--- src/fjs_pkg.sv ---
package fjs_pkg;
    // ==========================================================
    // Register offsets
    localparam logic [7:0] ADR_CMD = 8'h00;
    localparam logic [7:0] ADR_CFG = 8'h04;
    localparam logic [7:0] ADR_TARGET = 8'h08;
    localparam logic [7:0] ADR_FWD_SLOW = 8'h0c;
    localparam logic [7:0] ADR_FWD_COAST = 8'h10;
    localparam logic [7:0] ADR_REV_SLOW = 8'h14;
    localparam logic [7:0] ADR_REV_COAST = 8'h18;
    localparam logic [7:0] ADR_REV_SLOW_TIME = 8'h1c;
    localparam logic [7:0] ADR_REV_COAST_TIME = 8'h20;
    localparam logic [7:0] ADR_START_DELAY = 8'h24;
    localparam logic [7:0] ADR_TOL_BELOW = 8'h28;
    localparam logic [7:0] ADR_TOL_ABOVE = 8'h2c;
    localparam logic [7:0] ADR_STATUS = 8'h30;
    localparam logic [7:0] ADR_IRQ_STAT = 8'h34;
    localparam logic [7:0] ADR_IRQ_MASK = 8'h38;
    localparam logic [7:0] ADR_POSITION = 8'h3c;
    // ==========================================================
    // Field positions
    localparam int CMD_START = 0;
    localparam int CMD_STOP = 1;
    localparam int CMD_HOME = 2;
    localparam int CFG_POS_FAST = 0;
    localparam int CFG_MAN_FAST = 1;
    localparam int CFG_SWAP_KEYS = 2;
    localparam int CFG_HOME_LO = 3;
    localparam int ST_FAST = 4;
    localparam int ST_SLOW = 5;
    localparam int ST_DIR = 6;
    localparam int ST_IN_POS = 7;
    localparam int IRQ_DONE = 0;
    localparam int IRQ_HOMED = 1;
    localparam int IRQ_LEFT_BAND = 2;
    localparam int IRQ_W = 3;
    // ==========================================================
    // Homing direction codes
    localparam logic [1:0] HOME_NONE = 2'h0;
    localparam logic [1:0] HOME_FWD = 2'h1;
    localparam logic [1:0] HOME_BWD = 2'h2;
    // ==========================================================
    // Widths, limits and reset values
    localparam int DIST_W = 27;
    localparam int TIME_W = 14;
    localparam int PRE_W = 20;
    localparam logic [DIST_W-1:0] DIST_MAX = 27'h5f5e0ff;
    localparam logic [TIME_W-1:0] REV_TIME_MAX_MS = 14'h270f;
    localparam logic [TIME_W-1:0] START_DELAY_MAX_MS = 14'h2706;
    localparam logic [DIST_W-1:0] DIST_RST = 27'h0;
    localparam logic [TIME_W-1:0] TIME_RST = 14'h0;
    localparam logic [5:0] CFG_RST = 6'h0;
    // ==========================================================
    // Timing
    localparam int CLK_MHZ = 250;
    localparam int TICK_MS = 1;
    localparam int CYCLES_PER_MS = CLK_MHZ * 1000 * TICK_MS;
    // ==========================================================
    // Sequencer states
    typedef enum logic [3:0] {
        S_IDLE, S_START, S_RUN, S_MAN, S_HOME1, S_HOME2, S_BRAKE, S_SETTLE
    } fjs_state_t;
endpackage

--- src/fjs_sequencer.sv ---
`timescale 1ns/1ps
module fjs_sequencer #(
    parameter int CYCLES_PER_MS = fjs_pkg::CYCLES_PER_MS
) (
    // Clock and reset
    input wire logic mclk,
    input wire logic rst_n,
    // Register port
    input wire logic [7:0] reg_addr,
    input wire logic [31:0] reg_wdata,
    input wire logic reg_wr,
    input wire logic reg_rd,
    output logic [31:0] reg_rdata,
    // Axis position, same clock domain
    input wire logic signed [31:0] act_pos,
    // Pins
    input wire logic key_a,
    input wire logic key_b,
    input wire logic home_sw,
    // Drive outputs
    output logic fast_jog,
    output logic slow_jog,
    output logic dir_fwd,
    output logic irq
);
    // ==========================================================
    // Helpers
    function automatic logic [fjs_pkg::DIST_W-1:0] clamp_dist(input logic [31:0] v);
        clamp_dist = (v > 32'(fjs_pkg::DIST_MAX)) ? fjs_pkg::DIST_MAX : v[fjs_pkg::DIST_W-1:0];
    endfunction

    function automatic logic [fjs_pkg::TIME_W-1:0] clamp_ms(input logic [31:0] v,
                                                           input logic [fjs_pkg::TIME_W-1:0] lim);
        clamp_ms = (v > 32'(lim)) ? lim : v[fjs_pkg::TIME_W-1:0];
    endfunction

    // ==========================================================
    // Registers
    fjs_pkg::fjs_state_t st_q, st_d, ret_q, ret_d;
    logic dir_q, dir_d, fast_q, fast_d, slow_q, slow_d;
    logic [5:0] cfg_q;
    logic signed [31:0] target_q;
    logic [fjs_pkg::DIST_W-1:0] fwd_slow_q, fwd_coast_q, rev_slow_q, rev_coast_q, tol_below_q, tol_above_q;
    logic [fjs_pkg::TIME_W-1:0] rev_slow_time_q, rev_coast_time_q, start_delay_q, tmr_q;
    logic [fjs_pkg::PRE_W-1:0] pre_q;
    logic [2:0] pin_s1_q, pin_s2_q;
    logic reached_q, in_pos_q, in_pos_d;
    logic [fjs_pkg::IRQ_W-1:0] ist_q, imask_q, ev_w;
    logic [31:0] rdata_q, rdata_d;
    logic tmr_load;
    logic [fjs_pkg::TIME_W-1:0] tmr_val;
    logic done_ev, home_ev;

    // ==========================================================
    // Decoding
    wire wr_cmd_w = reg_wr && (reg_addr == fjs_pkg::ADR_CMD);
    wire start_w = wr_cmd_w && reg_wdata[fjs_pkg::CMD_START];
    wire stop_w = wr_cmd_w && reg_wdata[fjs_pkg::CMD_STOP];
    wire home_go_w = wr_cmd_w && reg_wdata[fjs_pkg::CMD_HOME];
    wire pos_fast_w = cfg_q[fjs_pkg::CFG_POS_FAST];
    wire man_fast_w = cfg_q[fjs_pkg::CFG_MAN_FAST];
    wire swap_w = cfg_q[fjs_pkg::CFG_SWAP_KEYS];
    wire [1:0] home_dir_w = cfg_q[fjs_pkg::CFG_HOME_LO +: 2];
    wire home_bwd_w = (home_dir_w == fjs_pkg::HOME_BWD);
    wire key_a_w = pin_s2_q[0];
    wire key_b_w = pin_s2_q[1];
    wire home_sw_w = pin_s2_q[2];
    wire man_fwd_w = swap_w ? key_b_w : key_a_w;
    wire man_bwd_w = swap_w ? key_a_w : key_b_w;
    wire man_one_w = man_fwd_w ^ man_bwd_w;
    wire tick_w = (pre_q == fjs_pkg::PRE_W'(CYCLES_PER_MS - 1));
    wire tmr_zero_w = (tmr_q == '0);

    // Signed remaining distance in travel direction; overshoot shows as negative.
    wire signed [33:0] diff_w = {{2{target_q[31]}}, target_q} - {{2{act_pos[31]}}, act_pos};
    wire signed [33:0] rem_w = dir_q ? diff_w : -diff_w;
    wire [fjs_pkg::DIST_W-1:0] slow_dist_w = dir_q ? fwd_slow_q : rev_slow_q;
    wire [fjs_pkg::DIST_W-1:0] coast_dist_w = dir_q ? fwd_coast_q : rev_coast_q;
    wire at_slow_w = rem_w <= $signed({7'h0, slow_dist_w});
    wire at_coast_w = rem_w <= $signed({7'h0, coast_dist_w});
    wire start_dir_w = diff_w > 34'sh0;
    wire band_ok_w = (diff_w <= $signed({7'h0, tol_below_q})) && (-diff_w <= $signed({7'h0, tol_above_q}));

    // ==========================================================
    // Sequencer
    always_comb begin
        st_d = st_q;
        dir_d = dir_q;
        ret_d = ret_q;
        tmr_load = 1'b0;
        tmr_val = fjs_pkg::TIME_RST;
        done_ev = 1'b0;
        home_ev = 1'b0;
        case (st_q)
            fjs_pkg::S_IDLE: begin
                if (home_go_w && home_dir_w != fjs_pkg::HOME_NONE) begin
                    st_d = fjs_pkg::S_HOME1;
                    dir_d = home_bwd_w;
                end else if (start_w) begin
                    st_d = fjs_pkg::S_START;
                    dir_d = start_dir_w;
                    tmr_load = 1'b1;
                    tmr_val = start_delay_q;
                end else if (man_one_w) begin
                    st_d = fjs_pkg::S_MAN;
                    dir_d = man_fwd_w;
                end
            end
            fjs_pkg::S_START: begin
                if (tmr_zero_w) begin
                    st_d = fjs_pkg::S_RUN;
                end
            end
            fjs_pkg::S_RUN: begin
                if (start_w && start_dir_w != dir_q) begin
                    st_d = fjs_pkg::S_BRAKE;
                    ret_d = fjs_pkg::S_RUN;
                    tmr_load = 1'b1;
                    tmr_val = rev_slow_time_q;
                end else if (at_coast_w) begin
                    st_d = fjs_pkg::S_IDLE;
                    done_ev = 1'b1;
                end
            end
            fjs_pkg::S_MAN: begin
                if (!man_one_w) begin
                    st_d = fjs_pkg::S_IDLE;
                end else if (man_fwd_w != dir_q) begin
                    st_d = fjs_pkg::S_BRAKE;
                    ret_d = fjs_pkg::S_MAN;
                    tmr_load = 1'b1;
                    tmr_val = rev_slow_time_q;
                end
            end
            fjs_pkg::S_HOME1: begin
                if (home_sw_w) begin
                    st_d = fjs_pkg::S_BRAKE;
                    ret_d = fjs_pkg::S_HOME2;
                    tmr_load = 1'b1;
                    tmr_val = rev_slow_time_q;
                end
            end
            fjs_pkg::S_HOME2: begin
                if (!home_sw_w) begin
                    st_d = fjs_pkg::S_IDLE;
                    home_ev = 1'b1;
                end
            end
            fjs_pkg::S_BRAKE: begin
                if (tmr_zero_w) begin
                    st_d = fjs_pkg::S_SETTLE;
                    tmr_load = 1'b1;
                    tmr_val = rev_coast_time_q;
                end
            end
            fjs_pkg::S_SETTLE: begin
                if (tmr_zero_w) begin
                    st_d = ret_q;
                    dir_d = !dir_q;
                end
            end
            default: begin
                st_d = fjs_pkg::S_IDLE;
            end
        endcase
        if (stop_w) begin
            st_d = fjs_pkg::S_IDLE;
        end
    end

    // Outputs follow the state one cycle later, so a switch point costs one clock of travel.
    assign fast_d = ((st_q == fjs_pkg::S_RUN) && pos_fast_w && !at_slow_w && !at_coast_w && !stop_w)
                    || ((st_q == fjs_pkg::S_MAN) && man_fast_w && man_fwd_w == dir_q && !stop_w);
    assign slow_d = !stop_w && (((st_q == fjs_pkg::S_RUN) && !at_coast_w)
                    || (st_q == fjs_pkg::S_MAN && man_one_w) || st_q == fjs_pkg::S_HOME1
                    || st_q == fjs_pkg::S_HOME2 || st_q == fjs_pkg::S_BRAKE);
    assign in_pos_d = (reached_q || done_ev) && band_ok_w;
    assign ev_w = {in_pos_q && !in_pos_d && st_q == fjs_pkg::S_IDLE, home_ev, done_ev};

    always_ff @(posedge mclk) begin
        if (!rst_n) begin
            st_q <= fjs_pkg::S_IDLE;
            ret_q <= fjs_pkg::S_IDLE;
            dir_q <= 1'b0;
            fast_q <= 1'b0;
            slow_q <= 1'b0;
            reached_q <= 1'b0;
            in_pos_q <= 1'b0;
            pin_s1_q <= 3'h0;
            pin_s2_q <= 3'h0;
        end else begin
            st_q <= st_d;
            ret_q <= ret_d;
            dir_q <= dir_d;
            fast_q <= fast_d;
            slow_q <= slow_d;
            in_pos_q <= in_pos_d;
            reached_q <= in_pos_d && (st_d == fjs_pkg::S_IDLE);
            pin_s1_q <= {home_sw, key_b, key_a};
            pin_s2_q <= pin_s1_q;
        end
    end

    // ==========================================================
    // Millisecond timer
    always_ff @(posedge mclk) begin
        if (!rst_n || tmr_load || tick_w) begin
            pre_q <= '0;
        end else begin
            pre_q <= pre_q + 1'b1;
        end
        if (!rst_n) begin
            tmr_q <= fjs_pkg::TIME_RST;
        end else if (tmr_load) begin
            tmr_q <= tmr_val;
        end else if (tick_w && !tmr_zero_w) begin
            tmr_q <= tmr_q - 1'b1;
        end
    end

    // ==========================================================
    // Register file
    always_ff @(posedge mclk) begin
        if (!rst_n) begin
            cfg_q <= fjs_pkg::CFG_RST;
            target_q <= '0;
            fwd_slow_q <= fjs_pkg::DIST_RST;
            fwd_coast_q <= fjs_pkg::DIST_RST;
            rev_slow_q <= fjs_pkg::DIST_RST;
            rev_coast_q <= fjs_pkg::DIST_RST;
            tol_below_q <= fjs_pkg::DIST_RST;
            tol_above_q <= fjs_pkg::DIST_RST;
            rev_slow_time_q <= fjs_pkg::TIME_RST;
            rev_coast_time_q <= fjs_pkg::TIME_RST;
            start_delay_q <= fjs_pkg::TIME_RST;
            imask_q <= '0;
            ist_q <= '0;
            rdata_q <= '0;
        end else begin
            if (reg_wr) begin
                case (reg_addr)
                    fjs_pkg::ADR_CFG: cfg_q <= reg_wdata[5:0];
                    fjs_pkg::ADR_TARGET: target_q <= reg_wdata;
                    fjs_pkg::ADR_FWD_SLOW: fwd_slow_q <= clamp_dist(reg_wdata);
                    fjs_pkg::ADR_FWD_COAST: fwd_coast_q <= clamp_dist(reg_wdata);
                    fjs_pkg::ADR_REV_SLOW: rev_slow_q <= clamp_dist(reg_wdata);
                    fjs_pkg::ADR_REV_COAST: rev_coast_q <= clamp_dist(reg_wdata);
                    fjs_pkg::ADR_TOL_BELOW: tol_below_q <= clamp_dist(reg_wdata);
                    fjs_pkg::ADR_TOL_ABOVE: tol_above_q <= clamp_dist(reg_wdata);
                    fjs_pkg::ADR_REV_SLOW_TIME: rev_slow_time_q <= clamp_ms(reg_wdata, fjs_pkg::REV_TIME_MAX_MS);
                    fjs_pkg::ADR_REV_COAST_TIME: rev_coast_time_q <= clamp_ms(reg_wdata, fjs_pkg::REV_TIME_MAX_MS);
                    fjs_pkg::ADR_START_DELAY: start_delay_q <= clamp_ms(reg_wdata, fjs_pkg::START_DELAY_MAX_MS);
                    fjs_pkg::ADR_IRQ_MASK: imask_q <= reg_wdata[fjs_pkg::IRQ_W-1:0];
                    default: begin
                    end
                endcase
            end
            // A new event wins over a write-one-to-clear in the same cycle.
            if (reg_wr && reg_addr == fjs_pkg::ADR_IRQ_STAT) begin
                ist_q <= (ist_q & ~reg_wdata[fjs_pkg::IRQ_W-1:0]) | ev_w;
            end else begin
                ist_q <= ist_q | ev_w;
            end
            rdata_q <= reg_rd ? rdata_d : 32'h0;
        end
    end

    always_comb begin
        case (reg_addr)
            fjs_pkg::ADR_CFG: rdata_d = {26'h0, cfg_q};
            fjs_pkg::ADR_TARGET: rdata_d = target_q;
            fjs_pkg::ADR_FWD_SLOW: rdata_d = {5'h0, fwd_slow_q};
            fjs_pkg::ADR_FWD_COAST: rdata_d = {5'h0, fwd_coast_q};
            fjs_pkg::ADR_REV_SLOW: rdata_d = {5'h0, rev_slow_q};
            fjs_pkg::ADR_REV_COAST: rdata_d = {5'h0, rev_coast_q};
            fjs_pkg::ADR_TOL_BELOW: rdata_d = {5'h0, tol_below_q};
            fjs_pkg::ADR_TOL_ABOVE: rdata_d = {5'h0, tol_above_q};
            fjs_pkg::ADR_REV_SLOW_TIME: rdata_d = {18'h0, rev_slow_time_q};
            fjs_pkg::ADR_REV_COAST_TIME: rdata_d = {18'h0, rev_coast_time_q};
            fjs_pkg::ADR_START_DELAY: rdata_d = {18'h0, start_delay_q};
            fjs_pkg::ADR_STATUS: rdata_d = {24'h0, in_pos_q, dir_q, slow_q, fast_q, st_q};
            fjs_pkg::ADR_IRQ_STAT: rdata_d = {29'h0, ist_q};
            fjs_pkg::ADR_IRQ_MASK: rdata_d = {29'h0, imask_q};
            fjs_pkg::ADR_POSITION: rdata_d = act_pos;
            default: rdata_d = 32'h0;
        endcase
    end

    assign reg_rdata = rdata_q;
    assign fast_jog = fast_q;
    assign slow_jog = slow_q;
    assign dir_fwd = dir_q;
    assign irq = |(ist_q & imask_q);
endmodule
--- config.mk ---
export PLATFORM = sky130hd
export DESIGN_NAME = fjs_sequencer
export DESIGN_NICKNAME = d
export VERILOG_FILES = /design/src/fjs_pkg.sv /design/src/fjs_sequencer.sv
export SDC_FILE = /design/constraint.sdc
export NUM_CORES = 1
export LEC_CHECK = 0
export ABC_AREA = 1
export BUFFER_PORTS_ARGS = -buffer_cell sky130_fd_sc_hd__buf_4
export CORE_MARGIN = 2
export CORE_UTILIZATION = 40
export DETAILED_ROUTE_END_ITERATION = 16
export PLACE_DENSITY_LB_ADDON = 0.15
export SYNTH_ARGS = -nofsm -noshare
export SYNTH_HDL_FRONTEND = slang
export SYNTH_SLANG_ARGS = --single-unit
--- constraint.sdc ---
create_clock -name mclk -period 8.6 [get_ports mclk]
set_input_delay 0 -clock mclk [delete_from_list [all_inputs] [get_ports mclk]]
set_output_delay 0 -clock mclk [all_outputs]
set_load 0.03 [all_outputs]
==> results of run 1 <==
sequential cells by signal, summed over array words and instances, names as in the netlist, 20 cells and up:
register,cells
fwd_coast_q,27
fwd_slow_q,27
pre_q,20
reg_rdata,32
rev_coast_q,27
rev_slow_q,27
target_q,32
tol_above_q,27
tol_below_q,27
cell type report:
type / instances / area, um^2 / share of cell area, %
Multi-Input combinational cell: 2188 / 12200 / 48.6
Tap cell: 696 / 871 / 3.48
Timing Repair Buffer: 198 / 1610 / 6.44
Inverter: 629 / 2360 / 9.44
Clock inverter: 13 / 171 / 0.685
Sequential cell: 332 / 6650 / 26.6
Clock buffer: 60 / 1210 / 4.83
routing by layer:
layer	GRT usage, %	vias to the layer above
li1	-	11000
met1	48.2	10900
met3	7.33	178
met2	45.1	1315
met5	0	-
met4	10.9	0
final timing paths:
| kind | startpoint | endpoint |
|---|---|---|
| worst max-delay path | target_q[0] | fast_jog |
| worst min-delay path | act_pos[21] | reg_rdata[21] |
| worst max register to register | target_q[0] | fast_jog |
| worst min register to register | pin_s1_q[0] | pin_s2_q[0] |
power by group:
part | total (mW) | switching [mW] | internal [mW]
Clock | 1.81 | 0.738 | 1.07
Sequential | 1.56 | 0.0123 | 1.55
Combinational | 0.540 | 0.360 | 0.180
Total | 3.90 | 1.11 | 2.79
through the flow:
stage	power [mW]	hold WS (ns)	cell area, um^2
2_1_floorplan	1.90	0.0976	21600
3_3_place_gp	2.09	0.192	23100
3_5_place_dp	2.09	0.184	23100
4_1_cts	3.91	0.00562	25000
5_1_grt	4.03	0.0449	25000
6_report	3.90	0.0503	25000
layout by cell type (no fill, tap or decap), drive strengths merged, types with 52 or more instances in the layout:
| cell | count |
|---|---|
| a21oi | 329 |
| buf | 148 |
| clkbuf | 60 |
| dfxtp | 332 |
| ha | 144 |
| inv | 623 |
| nand2 | 608 |
| nand3 | 95 |
| nor2 | 242 |
| o21ai | 403 |
| o22ai | 52 |
worst reg2reg max path, delay by kind of cell, from the launching register on:
family                   cells  cell delay, ns
AND/OR/NAND/NOR             19            3.83
buffers and inverters        4            0.27
XOR/XNOR                     1            0.26
flip-flops                   1            0.35
adder cells (fa/ha/maj)      3            0.86
AO/OA/AOI/OAI                2            0.32
logic make-up after synthesis:
logic type	Yosys count
flops	332
other cells	1
mux	2
simple gates	1062
fa+ha+maj	145
xor+xnor	48
buf+inv	750
compound gates	930
repair_timing:
action,4_1_cts,5_1_grt
endpoints found under the hold margin,177,0
hold buffers,50,0
setup endpoints to repair,0,0
setup buffers,0,0
==> results.yml, run 1 <==
status:
  outcome: "finished, final reports clean"
layout:
  fill_cells: 5581
  finalNetCount: 3615
  instances_no_fill: 4116
  n_antenna_cell: 0
  fin_util_pct: 46.7
  area_growth_pct: 16.0
  drive_above_1_share_pct: 9.65
critical_path:
  r2r_slack_ns: 2.57
  crit_cells: 29
  crit_type: "reg2reg"
  cp_max_fo: 5
  worstPathArrival_ns: 6.50
  worstSetupStartpointType: "flop"
  crit_required_ns: 9.07
  r2r.worst_path.cells: 29
  critical-path-top-delay-family: "simple AND/OR/NAND/NOR gates"
  end_kind: "flop"
  crit_top_cell: "nand2_1"
  cpPeakStageDelay_ns: 0.94
  cp_slowest_cell: "nor4b_1"
  crit_buf_inv: 4
global_routing:
  grt_pass1_vias: 21300
  overflow: 0
  grt_usage_pct: 32.3
  grt_pass1_wl_um: 136000
  antenna_found_initial: 2
  grt_max_degree: 101
yosys:
  synth_top_family_by_area: "compound AO/OA/AOI/OAI gates"
  syn_nets: 3494
  yosys-top-cells-area: "dfxtp_1, inv_1, nand2_1"
  synth_top_area_share_pct: 30.8
  ys_seq_area_share_pct: 30.8
  synthTopCellsByCount: "inv_1, nand2_1, o21ai_0, dfxtp_1, a21oi_1"
  avgSynthCellArea_um2: 6.60
  yosysMostFrequentCell: "inv_1"
  synthXorXnorAreaFrac_pct: 1.95
  synth_edf_count: 0
  async_reset_ff_share_pct: 0
  muxShareOfSynthArea_pct: 0.0928
  synthCells: 3270
  synth_compound_area_share_pct: 23.9
  synth.ff_latch_count: 332
  ys_warn_count: 0
  yosys.area_share.simple_pct: 21.7
  syn-cell-area_um2: 21600
  ys_types: 61
  synth_top_area_cell: "dfxtp_1"
  synth_fa_ha_area_share_pct: 8.45
  yosys_most_used_dff: "dfxtp_1"
clock_tree:
  cts_buffer_depth: 3
  htree_num_levels: 2
  cts_tree: "yes"
  clock_tree.root_cell: "clkbuf_16"
  cts_sinks: 332
  worstSkewPairLatency_ns: 0.59
  cts_resized: 0
  clk_pin_slew_ns: 0.06
  cts_made_buffers: 42
detailed_routing:
  wl_met3_um: 11300
  dr_wl_met2_um: 36200
  via_per_inst: 5.69
  vias: 23400
  highest_layer: "met4"
  drc_errors: 0
  ant_nets: 0
  drt_iter0_markers: 2971
  routedWlPerCell_um: 22.5
  wl_met1_um: 41900
  dr.pass1.iters: 5
  wl_um: 92600
timing:
  finClkSkew_ns: 0.0294
  worst_slack_ns: 2.57
  max_freq_mhz: 166
  finalCriticalPeriod_ns: 6.03
  setup_violations: 0
  maxSlewViolCount: 0
  max_slew_margin_pct: 12.6
  tns_ns: 0
  rsz0062_at_grt: "no"
  period_share_pct: 70.1
  hold_violations: 0
  worst_pin_slew_ns: 1.31
floorplanning:
  die_w_um: 236
  rows: 85
  core-area_um2: 53600
  fp.dieH_um: 236
  initial_core_util_pct: 40.2
  pin_count: 115
  die-area_um2: 55800
place:
  dp.cells: 3993
  io_buffer_count: 114
  gp_congestion: 1.00
  dp_slack_ns: 2.66
  dpl.hpwl_um: 70100
worst_hold_path:
  hold_class: "in2reg"
  holdPathStages: 5
power_and_ir_drop:
  vdd_drop_max_mv: 0.135
  power_density_nw_per_um2: 156
  cellLeakagePower_nw: 11.4
run:
  cap_violations: 0
(Power assumes the default switching activity.)
==> inputs of run 2 (changes only) <==
==> constraint.sdc (replaced) <==
create_clock -name mclk -period 6.08 [get_ports mclk]
set_input_delay 0 -clock mclk [delete_from_list [all_inputs] [get_ports mclk]]
set_output_delay 0 -clock mclk [all_outputs]
set_load 0.03 [all_outputs]
==> run 2 against run 1 <==
Net effect: clock-buffer cell count is 1 higher; critical path depth is 2 lower; critical path type unchanged; routed wire length is 0.35% lower; sequential power is 41% higher; via count is 0.39% lower; sequential share of layout area hardly changed; hold slack worse by 0.0046 ns; final cell count is 0.19% higher; global-route usage hardly changed.
==> results.yml, run 2 (same netlist as run 1, synthesis figures left out) <==
detailed_routing:
  dr.pass1.iters: 6
  drc_errors: 0
  vias: 23300
  routedWlPerCell_um: 22.4
  drt_iter0_markers: 3005
  ant_nets: 0
  wl_um: 92300
  via_per_inst: 5.66
critical_path:
  worstPathArrival_ns: 6.05
  critPathLaunch: "target_q[3]"
  crit_type: "reg2reg"
  crit_required_ns: 6.55
  end_kind: "flop"
  cp_max_fo: 6
  worstSetupStartpointType: "flop"
  r2r_start: "target_q[3]"
power_and_ir_drop:
  cellLeakagePower_nw: 11.4
  swShare_pct: 28.3
  p_sw_mw: 1.55
  internal-power_mw: 3.94
  combPwrFrac_pct: 13.8
  vdd_drop_max_mv: 0.149
  p_clk_share_pct: 46.1
  power_density_nw_per_um2: 219
  power_frac_seq_pct: 40.1
timing:
  worst_slack_ns: 0.500
  tns_ns: 0
  setup_violations: 0
  rsz0062_at_grt: "no"
  maxSlewViolCount: 0
  worst_pin_slew_ns: 1.30
  hold_violations: 0
  period_share_pct: 91.8
  finClkSkew_ns: 0.0243
  max_slew_margin_pct: 13.0
  finalCriticalPeriod_ns: 5.58
  max_freq_mhz: 179
place:
  gp_congestion: 1.01
  dp.cells: 4000
  place_area_um2: 23200
  dpl.hpwl_um: 70900
  io_buffer_count: 114
  dp_slack_ns: 0.707
layout:
  final_common_cell: "inv_1"
  n_antenna_cell: 0
  final_cell_area_um2: 25100
  mostFrequentLayoutCells: "inv_1, nand2_1, o21ai_0, dfxtp_1, a21oi_1"
  area_growth_pct: 16.2
  fin_util_pct: 46.7
  instances_no_fill: 4124
  drive_above_1_share_pct: 9.71
  finalNetCount: 3621
clock_tree:
  htree_num_levels: 2
  worstSkewPairLatency_ns: 0.59
  cts_made_buffers: 41
  cts_tree: "yes"
  cts_buffer_depth: 3
  cts_sinks: 332
  clk_pin_slew_ns: 0.06
  cts_setup_buffers: 0
  clock_tree.root_cell: "clkbuf_16"
floorplanning:
  initial_core_util_pct: 40.2
  fp.dieH_um: 236
  rows: 85
  die_w_um: 236
  die-area_um2: 55800
  core-area_um2: 53600
  pin_count: 115
run:
  cap_violations: 0
worst_hold_path:
  hold_class: "in2reg"
  min-delay-start: "act_pos[16]"
global_routing:
  grt_usage_pct: 32.3
  grt_max_degree: 80
  antenna_found_initial: 3
  grt_pass1_vias: 21300
  overflow: 0
  grt_pass1_wl_um: 136000
status:
  outcome: "finished, final reports clean"
-- run 2: changes by cell type in the layout (fill, tap and decap cells not counted), moves of 3 or more --
| cell | change |
|---|---|
| clkbuf_8 | -3 |
| buf_4 | +7 |
| clkinv_2 | -3 |
| clkbuf_1 | +5 |
-- run 2: per-layer routing --
metal | global-route usage, % | wire, um | vias to the layer above
met1 | 47.1 | 41200 | 10800
li1 | - | - | 11000
met3 | 6.90 | 10300 | 163
met2 | 46.9 | 37700 | 1298
met4 | 10.5 | 3050 | 4
met5 | 0 | 24 | -
-- run 2: cell type report --
cell class | instances | area (um^2)
clock inverters | 13 | 193
fillers | 5555 | 28500
clock buffers | 61 | 1160
flip-flops and latches | 332 | 6650
well taps | 696 | 871
repair buffers | 205 | 1660
inverters | 629 | 2360
multi-input cells | 2188 | 12200
-- run 2: timing repair --
item                                    CTS  global route
hold endpoints to repair                154             0
hold buffers                             50             0
endpoints found under the setup margin    0             0
gates resized for setup                   0             0
-- run 2: path summary, 6_finish.rpt --
check | endpoint | slack, ns | depth (start not counted)
max | fast_jog | 0.50 | 27
min | reg_rdata[16] | 0.05 | 5
max reg2reg | fast_jog | 0.50 | 27
min reg2reg | pin_s2_q[2] | 0.42 | 2
-- run 2: stage by stage --
stage / hold WS (ns) / power [mW]
after floorplan: 0.0976 / 2.69
after global placement: 0.186 / 2.94
after detailed placement: 0.190 / 2.96
after CTS: 0.0165 / 5.50
after global routing: 0.0615 / 5.68
final: 0.0457 / 5.49
-- run 2: worst max-delay path, stage by stage, from the launching register on --
cell and delay, ns:
dfxtp_1 0.48, ha_1 0.38, nand2_2 0.16, inv_2 0.03, nand2_1 0.09, nand3_1 0.19
nand2_1 0.29, nand2_4 0.14, nor2_4 0.16, nand2_2 0.09, nor2_4 0.16, nand4_4 0.14
nor2_4 0.18, inv_1 0.08, nor3_1 0.40, nand3_1 0.22, xor2_1 0.25, nor2_1 0.06
a31oi_1 0.30, ha_1 0.23, nand3_1 0.07, or4_1 0.41, nor4b_1 0.40, nand3_1 0.23
nand2_1 0.11, inv_1 0.05, nand4_1 0.08, a21oi_1 0.07
-- run 2: power by group through the flow --
stage / combinational [mW] / sequential, mW / clock (mW)
after floorplan: 0.448 / 2.24 / 0
after global placement: 0.695 / 2.25 / 0
after detailed placement: 0.707 / 2.25 / 0
after CTS: 0.738 / 2.20 / 2.57
after global routing: 0.829 / 2.20 / 2.65
final: 0.758 / 2.20 / 2.53
